--- src/logic/pbcs_defs.vh ---
// Constants for the base clock selector block
`ifndef PBCS_DEFS_VH
`define PBCS_DEFS_VH
`define PBCS_ADDR_CTRL    8'h00
`define PBCS_ADDR_MULH    8'h04
`define PBCS_ADDR_MULL    8'h08
`define PBCS_ADDR_RANGE   8'h0C
`define PBCS_ADDR_REFDIV  8'h10
`define PBCS_ADDR_STATUS  8'h14
`define PBCS_CTRL_IRQEN   7
`define PBCS_CTRL_FLAG    6
`define PBCS_CTRL_PLL_ON_A   5
`define PBCS_CTRL_BCS     4
`define PBCS_RST_PLL_ON_A    1'h1
`define PBCS_RST_MULH     4'h0
`define PBCS_RST_MULL     8'h40
`define PBCS_RST_RANGE    8'h40
`define PBCS_RST_REFDIV   4'h1
`define PBCS_FNOM_HZ      32'h00009600
`define PBCS_SWITCH_EDGES 2'h3
`endif

--- src/logic/pbcs_top.v ---
// Base clock selector with PLL programming registers on APB
//
// Operation
// - zero divider or multiplier acts as one
// - zero range multiplier disables PLL, forces crystal
// - switch waits three old, three new edges
// - base clock held static during switch
// - base clock is selected source halved
// - select bit picks crystal or VCO clock
// - VCO select blocked while PLL off
// - PLL cannot turn off while VCO selected
// - PLL on and VCO select need separate writes
// - center frequency is L times 2^E times step
// - oscillator enable gates oscillator and PLL
// - stop-mode bit keeps oscillator running
// - base clock has fifty percent duty
// - interrupt output driven from lock detector
// - programming fields read-only while PLL on
`timescale 1ns/10ps
`include "pbcs_defs.vh"

module pbcs_top (
  input  wire        pclk,
  input  wire        presetn,
  input  wire        psel,
  input  wire        penable,
  input  wire        pwrite,
  input  wire [7:0]  paddr,
  input  wire [31:0] pwdata,
  output wire [31:0] prdata,
  output wire        pready,
  output wire        pslverr,
  input  wire        crystal_clock,
  input  wire        vco_clock,
  input  wire        pll_lock,
  input  wire        osc_enable_from_sysint,
  input  wire        osc_run_in_stop,
  output wire        base_clock_out,
  output wire        osc_enable,
  output wire        pll_enable,
  output wire        clock_gen_interrupt,
  output wire [1:0]  prescaler_exp,
  output wire [1:0]  vco_range_exp,
  output wire [11:0] eff_multiplier,
  output wire [3:0]  eff_ref_divider,
  output wire [31:0] vco_center_hz
);

  localparam [1:0] ST_RUN  = 2'h0;
  localparam [1:0] ST_STOP = 2'h1;
  localparam [1:0] ST_START = 2'h2;

  function [11:0] zero_as_one;
    input [11:0] val;
    begin
      zero_as_one = (val == 12'h000) ? 12'h001 : val;
    end
  endfunction

  // Register decode shared by the control write and the flag clear
  function addr_is;
    input [7:0] addr;
    input [7:0] target;
    begin
      addr_is = (addr == target);
    end
  endfunction

  reg        irqen_ff;
  reg        flag_ff;
  reg        pll_on_a_ff;
  reg        base_clock_select_ff;
  reg [1:0]  pre_ff;
  reg [1:0]  vco_range_exponent_field_ff;
  reg [3:0]  multiplier_high_reg_ff;
  reg [7:0]  multiplier_low_reg_ff;
  reg [7:0]  vco_range_select_reg_ff;
  reg [3:0]  ref_divider_reg_ff;
  reg [31:0] prdata_ff;
  reg        pready_ff;
  reg        pslverr_ff;
  reg        lock_d_ff;
  reg        xclk_d_ff;
  reg        vclk_d_ff;
  reg        src_ff;
  reg [1:0]  state_ff;
  reg [1:0]  cnt_ff;
  reg        out_ff;
  reg        osc_en_ff;
  reg        pll_en_ff;
  reg        irq_ff;
  reg [11:0] eff_mul_ff;
  reg [3:0]  eff_div_ff;
  reg [31:0] center_ff;

  reg        nxt_pll_on;
  reg        nxt_bcs;
  reg [31:0] nxt_rdata;
  reg        nxt_err;
  reg [1:0]  nxt_state;
  reg [1:0]  nxt_cnt;
  reg        nxt_src;
  reg        nxt_out;

  wire        wr_done  = psel & penable & pready_ff & pwrite;
  wire        rd_done  = psel & penable & pready_ff & ~pwrite;
  wire        l_zero   = (vco_range_select_reg_ff == 8'h00);
  wire        prog_ok  = ~pll_on_a_ff;
  wire        xclk_rise = crystal_clock & ~xclk_d_ff;
  wire        vclk_rise = vco_clock & ~vclk_d_ff;
  wire        want_src = base_clock_select_ff;
  wire        old_rise = src_ff ? vclk_rise : xclk_rise;
  wire        new_rise = src_ff ? xclk_rise : vclk_rise;
  wire        lock_tgl = pll_lock ^ lock_d_ff;
  wire [11:0] raw_mul  = {multiplier_high_reg_ff, multiplier_low_reg_ff};
  // VCO counts as in use until a switch away from it has finished
  wire        switch_busy = (state_ff != ST_RUN);
  wire        vco_in_use  = src_ff | switch_busy;
  wire [11:0] div_as_one  = zero_as_one({8'h00, ref_divider_reg_ff});

  assign prdata              = prdata_ff;
  assign pready              = pready_ff;
  assign pslverr             = pslverr_ff;
  assign base_clock_out      = out_ff;
  assign osc_enable          = osc_en_ff;
  assign pll_enable          = pll_en_ff;
  assign clock_gen_interrupt = irq_ff;
  assign prescaler_exp       = pre_ff;
  assign vco_range_exp       = vco_range_exponent_field_ff;
  assign eff_multiplier      = eff_mul_ff;
  assign eff_ref_divider     = eff_div_ff;
  assign vco_center_hz       = center_ff;

  // Interlocks judged against the old values, so a write changing both
  // bits moves each one only if the old values allow it, so from PLL on, VCO off both move
  // PLL stays on while the VCO still feeds the switch, or it would stall
  always @* begin
    nxt_pll_on = pll_on_a_ff;
    nxt_bcs    = base_clock_select_ff;
    if (wr_done && addr_is(paddr, `PBCS_ADDR_CTRL)) begin
      nxt_pll_on = pwdata[`PBCS_CTRL_PLL_ON_A] | base_clock_select_ff |
                   vco_in_use;
      nxt_bcs    = pwdata[`PBCS_CTRL_BCS] & pll_on_a_ff;
    end
    if (l_zero)
      nxt_bcs = 1'b0;
  end

  always @* begin
    nxt_rdata = 32'h00000000;
    nxt_err   = 1'b0;
    case (paddr)
      `PBCS_ADDR_CTRL:   nxt_rdata[7:0] = {irqen_ff, flag_ff, pll_on_a_ff,
                                           base_clock_select_ff, pre_ff,
                                           vco_range_exponent_field_ff};
      `PBCS_ADDR_MULH:   nxt_rdata[3:0] = multiplier_high_reg_ff;
      `PBCS_ADDR_MULL:   nxt_rdata[7:0] = multiplier_low_reg_ff;
      `PBCS_ADDR_RANGE:  nxt_rdata[7:0] = vco_range_select_reg_ff;
      `PBCS_ADDR_REFDIV: nxt_rdata[3:0] = ref_divider_reg_ff;
      `PBCS_ADDR_STATUS: nxt_rdata[3:0] = {pll_en_ff, src_ff,
                                           switch_busy, pll_lock};
      default:           nxt_err = 1'b1;
    endcase
  end

  // APB: one wait state, data and error answered with pready
  // Read data is zero outside its answer cycle so nothing stale leaks
  always @(posedge pclk or negedge presetn) begin
    if (!presetn) begin
      pready_ff  <= 1'b0;
      prdata_ff  <= 32'h00000000;
      pslverr_ff <= 1'b0;
    end else begin
      pready_ff  <= psel & penable & ~pready_ff;
      pslverr_ff <= psel & penable & ~pready_ff & nxt_err;
      if (psel && penable && !pready_ff && !pwrite)
        prdata_ff <= nxt_rdata;
      else
        prdata_ff <= 32'h00000000;
    end
  end

  always @(posedge pclk or negedge presetn) begin
    if (!presetn) begin
      irqen_ff                    <= 1'b0;
      flag_ff                     <= 1'b0;
      pll_on_a_ff                 <= `PBCS_RST_PLL_ON_A;
      base_clock_select_ff        <= 1'b0;
      pre_ff                      <= 2'h0;
      vco_range_exponent_field_ff <= 2'h0;
      multiplier_high_reg_ff      <= `PBCS_RST_MULH;
      multiplier_low_reg_ff       <= `PBCS_RST_MULL;
      vco_range_select_reg_ff     <= `PBCS_RST_RANGE;
      ref_divider_reg_ff          <= `PBCS_RST_REFDIV;
      lock_d_ff                   <= 1'b0;
    end else begin
      pll_on_a_ff          <= nxt_pll_on;
      base_clock_select_ff <= nxt_bcs;
      lock_d_ff            <= pll_lock;
      // Lock change wins over the read that clears the flag
      if (lock_tgl)
        flag_ff <= 1'b1;
      else if (rd_done && addr_is(paddr, `PBCS_ADDR_CTRL))
        flag_ff <= 1'b0;
      // Programming writes while the PLL runs are dropped without error
      if (wr_done) begin
        case (paddr)
          `PBCS_ADDR_CTRL: begin
            irqen_ff <= pwdata[`PBCS_CTRL_IRQEN];
            if (prog_ok) begin
              pre_ff                      <= pwdata[3:2];
              vco_range_exponent_field_ff <= pwdata[1:0];
            end
          end
          `PBCS_ADDR_MULH:
            if (prog_ok) multiplier_high_reg_ff <= pwdata[3:0];
          `PBCS_ADDR_MULL:
            if (prog_ok) multiplier_low_reg_ff <= pwdata[7:0];
          `PBCS_ADDR_RANGE:
            if (prog_ok) vco_range_select_reg_ff <= pwdata[7:0];
          `PBCS_ADDR_REFDIV:
            if (prog_ok) ref_divider_reg_ff <= pwdata[3:0];
          default: ;
        endcase
      end
    end
  end

  // Source switch: count edges of the old source with output frozen,
  // then edges of the new one before it may toggle the output
  // A stopped old source would stall here, hence the PLL-on guard
  always @* begin
    nxt_state = state_ff;
    nxt_cnt   = cnt_ff;
    nxt_src   = src_ff;
    nxt_out   = out_ff;
    case (state_ff)
      ST_RUN: begin
        if (want_src != src_ff) begin
          nxt_state = ST_STOP;
          nxt_cnt   = 2'h0;
        end else if (old_rise) begin
          nxt_out = ~out_ff;
        end
      end
      ST_STOP: begin
        if (old_rise) nxt_cnt = cnt_ff + 2'h1;
        if (cnt_ff == `PBCS_SWITCH_EDGES) begin
          nxt_state = ST_START;
          nxt_cnt   = 2'h0;
        end
      end
      ST_START: begin
        if (new_rise) nxt_cnt = cnt_ff + 2'h1;
        if (cnt_ff == `PBCS_SWITCH_EDGES) begin
          nxt_state = ST_RUN;
          nxt_src   = ~src_ff;
        end
      end
      default: nxt_state = ST_RUN;
    endcase
  end

  always @(posedge pclk or negedge presetn) begin
    if (!presetn) begin
      // Reset high so a source parked high is not taken for a rising edge
      xclk_d_ff <= 1'b1;
      vclk_d_ff <= 1'b1;
      src_ff    <= 1'b0;
      state_ff  <= ST_RUN;
      cnt_ff    <= 2'h0;
      out_ff    <= 1'b0;
      osc_en_ff <= 1'b0;
      pll_en_ff <= 1'b0;
      irq_ff    <= 1'b0;
      eff_mul_ff <= 12'h001;
      eff_div_ff <= 4'h1;
      center_ff <= 32'h00000000;
    end else begin
      xclk_d_ff <= crystal_clock;
      vclk_d_ff <= vco_clock;
      src_ff    <= nxt_src;
      state_ff  <= nxt_state;
      cnt_ff    <= nxt_cnt;
      out_ff    <= nxt_out;
      osc_en_ff <= osc_enable_from_sysint | osc_run_in_stop;
      // PLL power needs its own on bit, a usable range and the system enable
      pll_en_ff <= pll_on_a_ff & ~l_zero & osc_enable_from_sysint;
      irq_ff    <= flag_ff & irqen_ff;
      eff_mul_ff <= zero_as_one(raw_mul);
      // Zero divider is shown as one, like the multiplier
      eff_div_ff <= div_as_one[3:0];
      // Exponent 3 is not guarded; the result just scales by eight
      center_ff <= ({24'h000000, vco_range_select_reg_ff}
                    << vco_range_exponent_field_ff) * `PBCS_FNOM_HZ;
    end
  end

endmodule

--- config.mk ---
export PLATFORM = sky130hd
export DESIGN_NAME = pbcs_top
export DESIGN_NICKNAME = d
export VERILOG_FILES = /design/src/logic/pbcs_top.v
export VERILOG_INCLUDE_DIRS = /design/src /design/src/logic
export SDC_FILE = /design/constraint.sdc
export NUM_CORES = 1
export LEC_CHECK = 0
export BUFFER_PORTS_ARGS = -buffer_cell sky130_fd_sc_hd__buf_2
export CORE_ASPECT_RATIO = 1.5
export CORE_UTILIZATION = 58
export DETAILED_ROUTE_END_ITERATION = 8
export PLACE_DENSITY = 0.95
export SLEW_MARGIN = 20
export SYNTH_ARGS = -nofsm -noshare
export SYNTH_HDL_FRONTEND = slang
export SYNTH_SLANG_ARGS = --single-unit
--- constraint.sdc ---
create_clock -name pclk -period 6.55 [get_ports pclk]
set_clock_uncertainty 0.05 [all_clocks]
set_input_delay 0.9825 -clock pclk [delete_from_list [all_inputs] [get_ports pclk]]
set_output_delay 0.9825 -clock pclk [all_outputs]
set_load 0.05 [all_outputs]
==> After elaboration in Yosys (flattened, before gate mapping) <==
Index checks and enable logic that the tools add are counted.
{ "classes": {"addsub": 1, "multipliers": 1, "n_eq_ne": 14, "n_shift": 1, "n_mux": 21, "n_bitwise": 26, "n_reduce_logical": 27} }
{ "ops": {"columns": ["cell", "n"], "rows": [
  ["$mul A32 B7 Y23 const B", 1],
  ["$shl A8 B2 Y32", 1],
  ["$pmux W4 S6", 1],
  ["$reduce_and A3 Y1", 7],
  ["$eq A8 B4 Y1 const B", 2],
  ["$eq A8 B5 Y1 const B", 2],
  ["$logic_not A8 Y1", 2],
  ["$mux W2", 7],
  ["$and A1 B1 Y1", 12],
  ["$logic_not A12 Y1", 1],
  ["$mux W12", 1],
  ["$pmux W2 S3", 2],
  ["$pmux W4 S3", 1],
  ["$not A1 Y1", 9],
  ["$eq A8 B3 Y1 const B", 1],
  ["$mux W8", 1],
  ["$ne A2 B2 Y1 const B", 4],
  ["$mux W1", 7],
  ["$reduce_bool A2 Y1", 3],
  ["$reduce_or A6 Y1", 1],
  ["$logic_and A1 B1 Y1", 5],
  ["$eq A2 B2 Y1 const B", 2],
  ["$logic_not A4 Y1", 1],
  ["$mux W4", 1],
  ["11 further kinds", 16]
]} }
{ "totals": {"ff_bits": 117, "output_inout_bits": 90, "wordCells": 117} }

==> Longest topological paths before layout <==
Gate-level depths: netlist of run 1.
{ "logic_depth": {"ltp_word": 6, "depth_mapped": 17, "mapped_depth_nobuf": 16} }

==> Worst setup path after synthesis of run 1 <==
OpenSTA, ideal clock, no wires.
{ "synth_timing": {"path_kind": "reg-to-reg", "start": "register vco_range_exponent_field_ff[0], in the netlist vco_range_exp[0]", "end": "register center_ff[25], in the netlist vco_center_hz[25]", "setup_time_ns": 0.131, "arrival_time_ns": 4.378, "required_time_ns": 6.369, "setup_slack_ns": 1.992, "stages_incl_launch_ff": 18, "n_path_buf": 1, "path_cell_list": "dfrtp_1 > buf_1 > mux2i_1 > nand2_1 > o21ai_0 > inv_1 > ha_1 > ha_1 > inv_1 > fa_1 > fa_1 > inv_1 > ha_1 > a21oi_1 > o21ai_0 > a31oi_1 > o21ai_0 > xor2_1"} }
{ "synth_via": {"elab_chain_len": 2} }
{ "synth_lines": {"columns": ["item", "line_no", "source"], "rows": [
  ["from (decl)", "pbcs_top.v:74", "reg [1:0] vco_range_exponent_field_ff;"],
  ["from (signal assigned)", "pbcs_top.v:212", "vco_range_exponent_field_ff <= pwdata[1:0];"],
  ["$shl A8 B2 Y32", "pbcs_top.v:294", "center_ff <= ({24'h000000, vco_range_select_reg_ff}"],
  ["$mul A32 B7 Y23 (no source line)", null, null],
  ["to (signal assigned)", "pbcs_top.v:294", null],
  ["to (decl)", "pbcs_top.v:94", "reg [31:0] center_ff;"]
]} }
No other way between the ends.
A chain may end at the register's enable or synchronous reset.

==> Final worst setup path of run 1 <==
{ "layout_timing": {"start": "register vco_range_exponent_field_ff[0], in the netlist vco_range_exp[0]", "end": "register center_ff[26], in the netlist vco_center_hz[26]"} }
The elaborated chain is that of the path after synthesis.

==> results of run 1 <==
[flip-flops by register name (all words and copies together) (netlist names), 2 cells and up]
signal	cells
eff_ref_divider	4
state_ff	2
eff_multiplier	12
vco_center_hz	18
multiplier_low_reg_ff	8
ref_divider_reg_ff	4
vco_range_exp	2
multiplier_high_reg_ff	4
prdata	8
prescaler_exp	2
cnt_ff	2
vco_range_select_reg_ff	8
[power breakdown]
part / internal [W] / switching (W)
Clock: 0.000307 / 0.000212
Sequential: 0.000552 / 0.00000495
Combinational: 0.0000203 / 0.000101
[cell families (layout without fill, tap and decap cells)]
group           count (synthesis)  after routing  share of synthesized area
flops                          88             88                      0.413
other cells                     1             38                   0.000700
mux                            54             54                      0.112
simple gates                   95             95                     0.0985
compound gates                 74             74                     0.0901
fa+ha+maj                      63             63                      0.165
buf+inv                        98            131                     0.0976
xor+xnor                       14             14                     0.0229
[per-layer routing]
layer  part of all wire  routed length [um]  up-vias
met1               0.36                4160     1870
met5                  0                   0        -
met4              0.032                 372        0
met2               0.56                6480      140
li1                   -                   -     1741
met3              0.041                 474       32
[cell usage after synthesis, types with 2 or more instances]
cell and instances:
dfrtp_1 80, ha_1 50, buf_4 39, inv_1 38, mux2_2 38, nand2_1 24, nor2_1 20, o21ai_0 19
a21oi_1 18, clkbuf_1 16, mux2i_1 15, fa_1 13, xnor2_1 10, dfstp_2 8, nor3_1 8, nor4_1 6
a211oi_1 5, a21o_1 5, nand3_1 5, a22oi_1 4, nand3b_1 4, xor2_1 4, a222oi_1 3, and2_1 3
buf_1 3, nand2b_1 3, nand4_1 3, o2bb2ai_1 3, or2_2 3, a31oi_1 2, and3_1 2, nor2b_1 2
o211ai_1 2, o21a_1 2, o21bai_1 2, o311ai_0 2, or3_1 2, or3b_2 2
[layout make-up]
| class | count | area, sq um | share of cell area |
|---|---|---|---|
| Clock buffer | 10 | 239 | 0.0402 |
| Clock inverter | 6 | 65.1 | 0.0109 |
| Inverter | 38 | 143 | 0.0240 |
| Tap cell | 110 | 138 | 0.0231 |
| Sequential cell | 88 | 2210 | 0.372 |
| Timing Repair Buffer | 77 | 392 | 0.0658 |
| Multi-Input combinational cell | 338 | 2760 | 0.464 |
[worst register-to-register path, stage by stage (launching register included)]
cell      delay (ps)
dfrtp_1          640
mux2_2           410
o21ai_0          350
inv_1            210
ha_1             320
ha_1             320
fa_1             540
inv_1             50
fa_1             510
inv_1             50
ha_1             350
a211oi_1         260
o21ai_0          150
o211a_1          170
nor2b_1          230
o21ai_0          130
[per-stage QoR]
step	cells	setup slack (ps)
after detailed placement	651	1780
final	667	1700
after CTS	667	1750
after floorplan	524	1990
after global placement	651	1850
after global routing	667	1460
[worst max-delay path by stage]
stage	to	depth (start not counted)
global placement	vco_center_hz[25]	15
detailed placement	vco_center_hz[26]	15
CTS	vco_center_hz[26]	15
finish	vco_center_hz[26]	15
floorplan	vco_center_hz[25]	17
global route	vco_center_hz[22]	15
==> impl_metrics.yaml, run 1 <==
grt:
  grt_util_met1: 0.271
  use_met2: 0.470
  antenna_found_initial: 0
  grt_pass1_vias: 3909
  grt_usage: 0.257
  top_usage_layer: "met2"
  grt_max_degree: 89
  grt_first_pass_wirelength_mm: 18.6
  overflow: 0
  use_met3: 0.0502
cts:
  clk_pin_slew_ps: 60
  cts_sinks: 88
  cts_buffers: 9
  cts_tree: "built"
  root_buffer: "clkbuf_16"
  cts_setup_buffers: 0
  htree_levels: 3
  clkLatencyLatePin_ps: 340
  hold_buffers: 0
  clock_path_buffers: 2
  post_cts_resized: 0
finish:
  layout_commonest_cell: "dfrtp_1"
  final_cell_area_sq_mm: 0.00595
  antennaDiodeCount: 0
  layout-drive-gt1-share: 0.273
  fillers: 645
  utilization: 0.670
  area_delta_synth_final_pct: 11.0
  nets: 665
  mostFrequentLayoutCells: "dfrtp_1, buf_2, ha_1"
critical_path:
  worst_ep_required_time_ps: 6710
  worst-path-buf-inv: 3
  r2r_slack_ps: 1700
  cp_top_family: "adder cells"
  crit_slowest_cell: "dfrtp_1"
  critPathKind: "register to register"
  end_kind: "register"
  r2r-start: "vco_range_exp[0]"
  timing.rr.end: "vco_center_hz[26]"
  worstPathMaxFanout: 13
  arrival_ps: 5010
  max_stage_delay_ps: 640
  cp_cell_sequence: "mux2_2 -> o21ai_0 -> inv_1 -> ha_1 -> ha_1 -> fa_1 -> inv_1 -> fa_1 -> inv_1 -> ha_1 -> a211oi_1 -> o21ai_0 -> o211a_1 -> nor2b_1 -> o21ai_0"
  cp-startpoint: "vco_range_exp[0]"
  reg2reg_depth: 15
  startpoint_type: "register"
route:
  post-route-drc-count: 0
  firstDrtPassIters: 5
  drt_iter0_drc: 309
  wl_per_cell_um: 17.2
  routed_wl_mm: 11.5
  num_vias: 3783
  via_per_inst: 5.67
  ant_nets: 0
synthesis:
  synthFlopType: "dfrtp_1"
  synth_cell_types: 57
  synth_edf_count: 0
  synth_area_leaders: "dfrtp_1, ha_1, mux2_2, buf_4, fa_1"
  syn_avg_cell_area_sq_um: 11.0
  ys_seq_area_frac: 0.413
  syn_area_sq_mm: 0.00536
  async_reset_ff_frac: 1.00
  synth_top_area_share: 0.374
  ys.warnings.count: 0
  synth_cells: 487
  ys_seq_elements: 88
  synth_top_area_cell: "dfrtp_1"
worst_hold_path:
  hold_start: "multiplier_high_reg_ff[1]"
  holdPathEnd: "eff_multiplier[9]"
  hold_depth: 0
  hp-class: "register to register"
sta:
  hold_ws_ps: 383
  rsz0062_at_grt: "false"
  hold_viol_final: 0
  period_share: 0.740
  relSlewSlack: 0.475
  fin_crit_ps: 4850
  report.final.slew_viol_count: 0
  clock.fmax_ghz: 0.206
  tns_ps: 0
  tightest_slew_ps: 788
  setup_violations: 0
place:
  dpl.hpwl_mm: 8.65
  io_buffer_count: 77
  gp_congestion: 0.900
  postPlaceCellArea_sq_mm: 0.00564
power_and_ir_drop:
  max-vdd-ir-drop_mv: 0.215
  power_density_mw_per_mm2: 201
  p_leak_nw: 3.32
  p_total_w: 0.00120
die:
  rows: 42
  start_util: 0.603
  core_sq_mm: 0.00888
  die_h_um: 120
  ios: 140
  die-area_sq_mm: 0.00964
  die_w_um: 80.5
flow_run:
  cap_viol_max_count: 0
outcome:
  status: "completed"
Power figures use the tool's default switching activity.
==> run 2: changes to the inputs <==
--- a/config.mk
+++ b/config.mk
@@ -8,9 +8,9 @@
 export LEC_CHECK = 0
 export BUFFER_PORTS_ARGS = -buffer_cell sky130_fd_sc_hd__buf_2
 export CORE_ASPECT_RATIO = 1.5
-export CORE_UTILIZATION = 58
+export CORE_UTILIZATION = 54
 export DETAILED_ROUTE_END_ITERATION = 8
-export PLACE_DENSITY = 0.95
+export PLACE_DENSITY = 0.89
 export SLEW_MARGIN = 20
 export SYNTH_ARGS = -nofsm -noshare
 export SYNTH_HDL_FRONTEND = slang
==> constraint.sdc (replaced) <==
create_clock -name pclk -period 4.5 [get_ports pclk]
set_clock_uncertainty 0.05 [all_clocks]
set_input_delay 0.675 -clock pclk [delete_from_list [all_inputs] [get_ports pclk]]
set_output_delay 0.675 -clock pclk [all_outputs]
set_load 0.05 [all_outputs]
==> impl_metrics.yaml, run 2 (same netlist as run 1, synthesis figures left out) <==
outcome:
  status: "completed"
grt:
  grt_max_degree: 89
  grt_usage: 0.225
  overflow: 0
  grt_first_pass_wirelength_mm: 17.9
  antenna_found_initial: 0
  grt_pass1_vias: 3800
critical_path:
  arrival_ps: 4480
  worst-path-buf-inv: 3
  timing.rr.end: "vco_center_hz[26]"
  critPathKind: "register to register"
  r2r_slack_ps: 180
  reg2reg_depth: 15
  r2r-start: "vco_range_exp[0]"
  max_stage_delay_ps: 540
  startpoint_type: "register"
  crit_slowest_cell: "fa_1"
  cp_top_family: "adder cells"
  cp_cell_sequence: "mux2_2 -> o21ai_1 -> inv_1 -> ha_1 -> ha_1 -> fa_1 -> inv_1 -> fa_1 -> inv_1 -> ha_1 -> a211oi_1 -> o21ai_0 -> o211a_1 -> nor2b_1 -> o21ai_0"
  worstPathMaxFanout: 6
  worst_ep_required_time_ps: 4660
  end_kind: "register"
finish:
  fillers: 766
  layout_commonest_cell: "dfrtp_1"
  layout-drive-gt1-share: 0.292
  antennaDiodeCount: 0
  area_delta_synth_final_pct: 12.1
  stdcell_count: 680
  largest_reg_flops: 18
  nets: 673
  mostFrequentLayoutCells: "dfrtp_1, buf_2, ha_1"
die:
  die_h_um: 124
  ios: 140
  start_util: 0.553
  die_w_um: 83.3
  die-area_sq_mm: 0.0103
  core_sq_mm: 0.00969
  rows: 44
route:
  routed_wl_mm: 11.1
  num_vias: 3791
  post-route-drc-count: 0
  drt_iter0_drc: 185
  wl_per_cell_um: 16.3
  via_per_inst: 5.58
  ant_nets: 0
  firstDrtPassIters: 6
cts:
  clk_pin_slew_ps: 60
  cts_tree: "built"
  cts_buffers: 9
  clock_path_buffers: 2
  cts_sinks: 88
  htree_levels: 3
  clkLatencyLatePin_ps: 340
  hold_buffers: 0
  root_buffer: "clkbuf_16"
sta:
  fin_crit_ps: 4320
  clock.fmax_ghz: 0.232
  tightest_slew_ps: 779
  report.final.slew_viol_count: 0
  hold_viol_final: 0
  hold_ws_ps: 329
  period_share: 0.960
  relSlewSlack: 0.481
  setup_violations: 0
  rsz0062_at_grt: "false"
  fin_ws_ps: 182
  tns_ps: 0
flow_run:
  cap_viol_max_count: 0
power_and_ir_drop:
  power_density_mw_per_mm2: 281
  p_leak_nw: 3.35
  max-vdd-ir-drop_mv: 0.218
place:
  dpl.hpwl_mm: 8.43
  dpl.cell_count: 663
  io_buffer_count: 77
  gp_congestion: 0.919
  place_worst_setup_slack_ps: 83.6
worst_hold_path:
  hp-class: "input pin to asynchronous set/reset pin"
==> run 2: worst max-delay path by stage <==
stage                        end              from  depth (start not counted)
2_1_floorplan  vco_center_hz[25]  vco_range_exp[0]                         17
3_3_place_gp   vco_center_hz[25]  vco_range_exp[0]                         15
3_5_place_dp   vco_center_hz[25]  vco_range_exp[0]                         15
4_1_cts        vco_center_hz[25]  vco_range_exp[0]                         15
5_1_grt        vco_center_hz[22]  vco_range_exp[0]                         16
6_report       vco_center_hz[26]  vco_range_exp[0]                         15
==> run 2: per-stage QoR <==
stage | utilization | cell area (sq um) | total power [W]
global route | 0.620 | 6010 | 0.00175
finish | 0.620 | 6010 | 0.00169
global placement | 0.589 | 5700 | 0.000996
detailed placement | 0.589 | 5700 | 0.000999
floorplan | - | 5500 | 0.000978
CTS | 0.618 | 5980 | 0.00171
==> run 2: layer usage <==
metal  wire (um)  up-vias  global-route usage  share of wire
met3         555       40              0.0484          0.050
met1        4050     1845               0.239           0.37
li1            -     1764                   -              -
met5           0        -                   0              0
met4         451        0               0.134          0.041
met2        5990      142               0.411           0.54
==> run 2: cell type report <==
type	count	area, sq um	area share
clock inverters	6	42.5	0.00708
clock buffers	10	239	0.0398
inverters	38	143	0.0237
multi-input cells	338	2780	0.462
repair buffers	85	452	0.0752
well taps	115	144	0.0239
flip-flops and latches	88	2210	0.368
==> run 2: timing repair <==
action / CTS / global route
endpoints found under the setup margin: 0 / 6
resized for setup: 0 / 8
buffers inserted: 0 / 1
==> run 2: where the power goes <==
group	switching, W	total (W)	internal (W)
clock	0.000315	0.000706	0.000391
combinational	0.000145	0.000175	0.0000299
sequential	0.00000636	0.000809	0.000803
==> run 3: changes to the inputs <==
--- a/config.mk
+++ b/config.mk
@@ -8,9 +8,10 @@
 export LEC_CHECK = 0
 export BUFFER_PORTS_ARGS = -buffer_cell sky130_fd_sc_hd__buf_2
 export CORE_ASPECT_RATIO = 1.5
-export CORE_UTILIZATION = 54
+export CORE_UTILIZATION = 41
 export DETAILED_ROUTE_END_ITERATION = 8
-export PLACE_DENSITY = 0.89
+export HOLD_SLACK_MARGIN = 0.12
+export PLACE_DENSITY = 0.73
 export SLEW_MARGIN = 20
 export SYNTH_ARGS = -nofsm -noshare
 export SYNTH_HDL_FRONTEND = slang
==> impl_metrics.yaml, run 3 (same netlist as run 1, synthesis figures left out) <==
route:
  firstDrtPassIters: 4
  via_per_inst: 5.12
  post-route-drc-count: 0
  ant_nets: 0
  drt_iter0_drc: 159
  routed_wl_mm: 11.5
  wl_per_cell_um: 15.9
  num_vias: 3705
finish:
  mostFrequentLayoutCells: "dfrtp_1, buf_2, ha_1"
  largest_reg_flops: 18
  layout_commonest_cell: "dfrtp_1"
  nets: 675
  multi_input_area_sq_mm: 0.00278
  layout-drive-gt1-share: 0.289
  antennaDiodeCount: 0
  fillers: 1148
  seq_area_sq_mm: 0.00221
  area_delta_synth_final_pct: 14.9
sta:
  relSlewSlack: 0.472
  tightest_slew_ps: 792
  hold_viol_final: 0
  hold_ws_ps: 348
  period_share: 0.948
  fin_crit_ps: 4270
  fin_ws_ps: 233
  clock.fmax_ghz: 0.234
  report.final.slew_viol_count: 0
  setup_violations: 0
die:
  die_h_um: 142
  start_util: 0.424
  die_w_um: 95.3
  ios: 140
  die-area_sq_mm: 0.0135
  core_sq_mm: 0.0126
  rows: 50
critical_path:
  cp_top_family: "adder cells"
  crit_slowest_cell: "fa_1"
  max_stage_delay_ps: 550
  end_kind: "register"
  r2r_slack_ps: 230
  worstPathMaxFanout: 7
  cp_cell_sequence: "mux2_2 -> nand2_1 -> o21a_1 -> inv_1 -> ha_1 -> ha_1 -> inv_1 -> fa_1 -> fa_1 -> inv_1 -> ha_1 -> nand2_1 -> nor2_2 -> a31oi_1 -> buf_4 -> buf_4 -> xnor2_1"
  critPathKind: "register to register"
  worst-path-buf-inv: 5
  worst_ep_required_time_ps: 4670
  arrival_ps: 4440
  startpoint_type: "register"
place:
  dpl.hpwl_mm: 9.05
  place_worst_setup_slack_ps: 135
  io_buffer_count: 77
  gp_congestion: 0.853
outcome:
  status: "completed"
power_and_ir_drop:
  p_total_w: 0.00188
  power_density_mw_per_mm2: 306
  p_leak_nw: 3.39
  max-vdd-ir-drop_mv: 0.154
grt:
  grt_max_degree: 89
  overflow: 0
  antenna_found_initial: 0
  grt_usage: 0.176
  grt_pass1_vias: 3741
  grt_first_pass_wirelength_mm: 18.3
cts:
  clk_pin_slew_ps: 60
  clkLatencyLatePin_ps: 340
  clock_path_buffers: 2
  cts_buffers: 9
  htree_levels: 3
  cts_sinks: 88
  cts_tree: "built"
  root_buffer: "clkbuf_16"
flow_run:
  cap_viol_max_count: 0
worst_hold_path:
  hp-class: "input pin to asynchronous set/reset pin"
[run 3: changes by cell type in the layout (fill, tap and decap cells not counted), sizes merged]
cell	delta
clkinvlp	-2
clkbuf	+1
buf	+2
bufinv	+4
clkinv	-1
inv	-2
[run 3: area by class of cell]
cell class / count / share of cell area
Multi-Input combinational cell: 338 / 0.451
Timing Repair Buffer: 87 / 0.0758
Inverter: 38 / 0.0232
Clock inverter: 5 / 0.0209
Sequential cell: 88 / 0.360
Clock buffer: 11 / 0.0378
Tap cell: 156 / 0.0317
[run 3: final timing paths]
kind,start,cells past startpoint,to
max,vco_range_exp[0],17,vco_center_hz[21]
min,presetn,1,eff_multiplier[6]
max reg2reg,vco_range_exp[0],17,vco_center_hz[21]
min reg2reg,multiplier_low_reg_ff[6],0,eff_multiplier[6]
max in group asynchronous,presetn,1,vco_range_exp[0]
min in group pclk,multiplier_low_reg_ff[6],0,eff_multiplier[6]
[run 3: layer usage]
| metal | vias up | GRT usage | wire length [um] |
|---|---|---|---|
| met2 | 108 | 0.324 | 6450 |
| met4 | 0 | 0.0598 | 249 |
| met1 | 1802 | 0.195 | 4230 |
| met5 | - | 0 | 0 |
| met3 | 23 | 0.0385 | 541 |
| li1 | 1772 | - | - |
[run 3: report_power, final]
part	total, W	internal [W]	switching, W
Clock	0.000899	0.000600	0.000299
Sequential	0.000809	0.000803	0.00000629
Combinational	0.000175	0.0000298	0.000145
[run 3: timing repair]
| action | in CTS | in global routing |
|---|---|---|
| hold buffers | 0 | 0 |
| resized for setup | 0 | 6 |
| setup buffers | 0 | 1 |
| setup endpoints to repair | 0 | 6 |
[run 3: per-stage QoR]
step	std cells	TNS, ps	util	area [sq um]
2_1_floorplan	524	0	-	5500
3_3_place_gp	706	0	0.457	5770
3_5_place_dp	706	0	0.457	5770
4_1_cts	722	0	0.485	6130
5_1_grt	723	-12.6	0.487	6160
6_report	723	0	0.487	6160
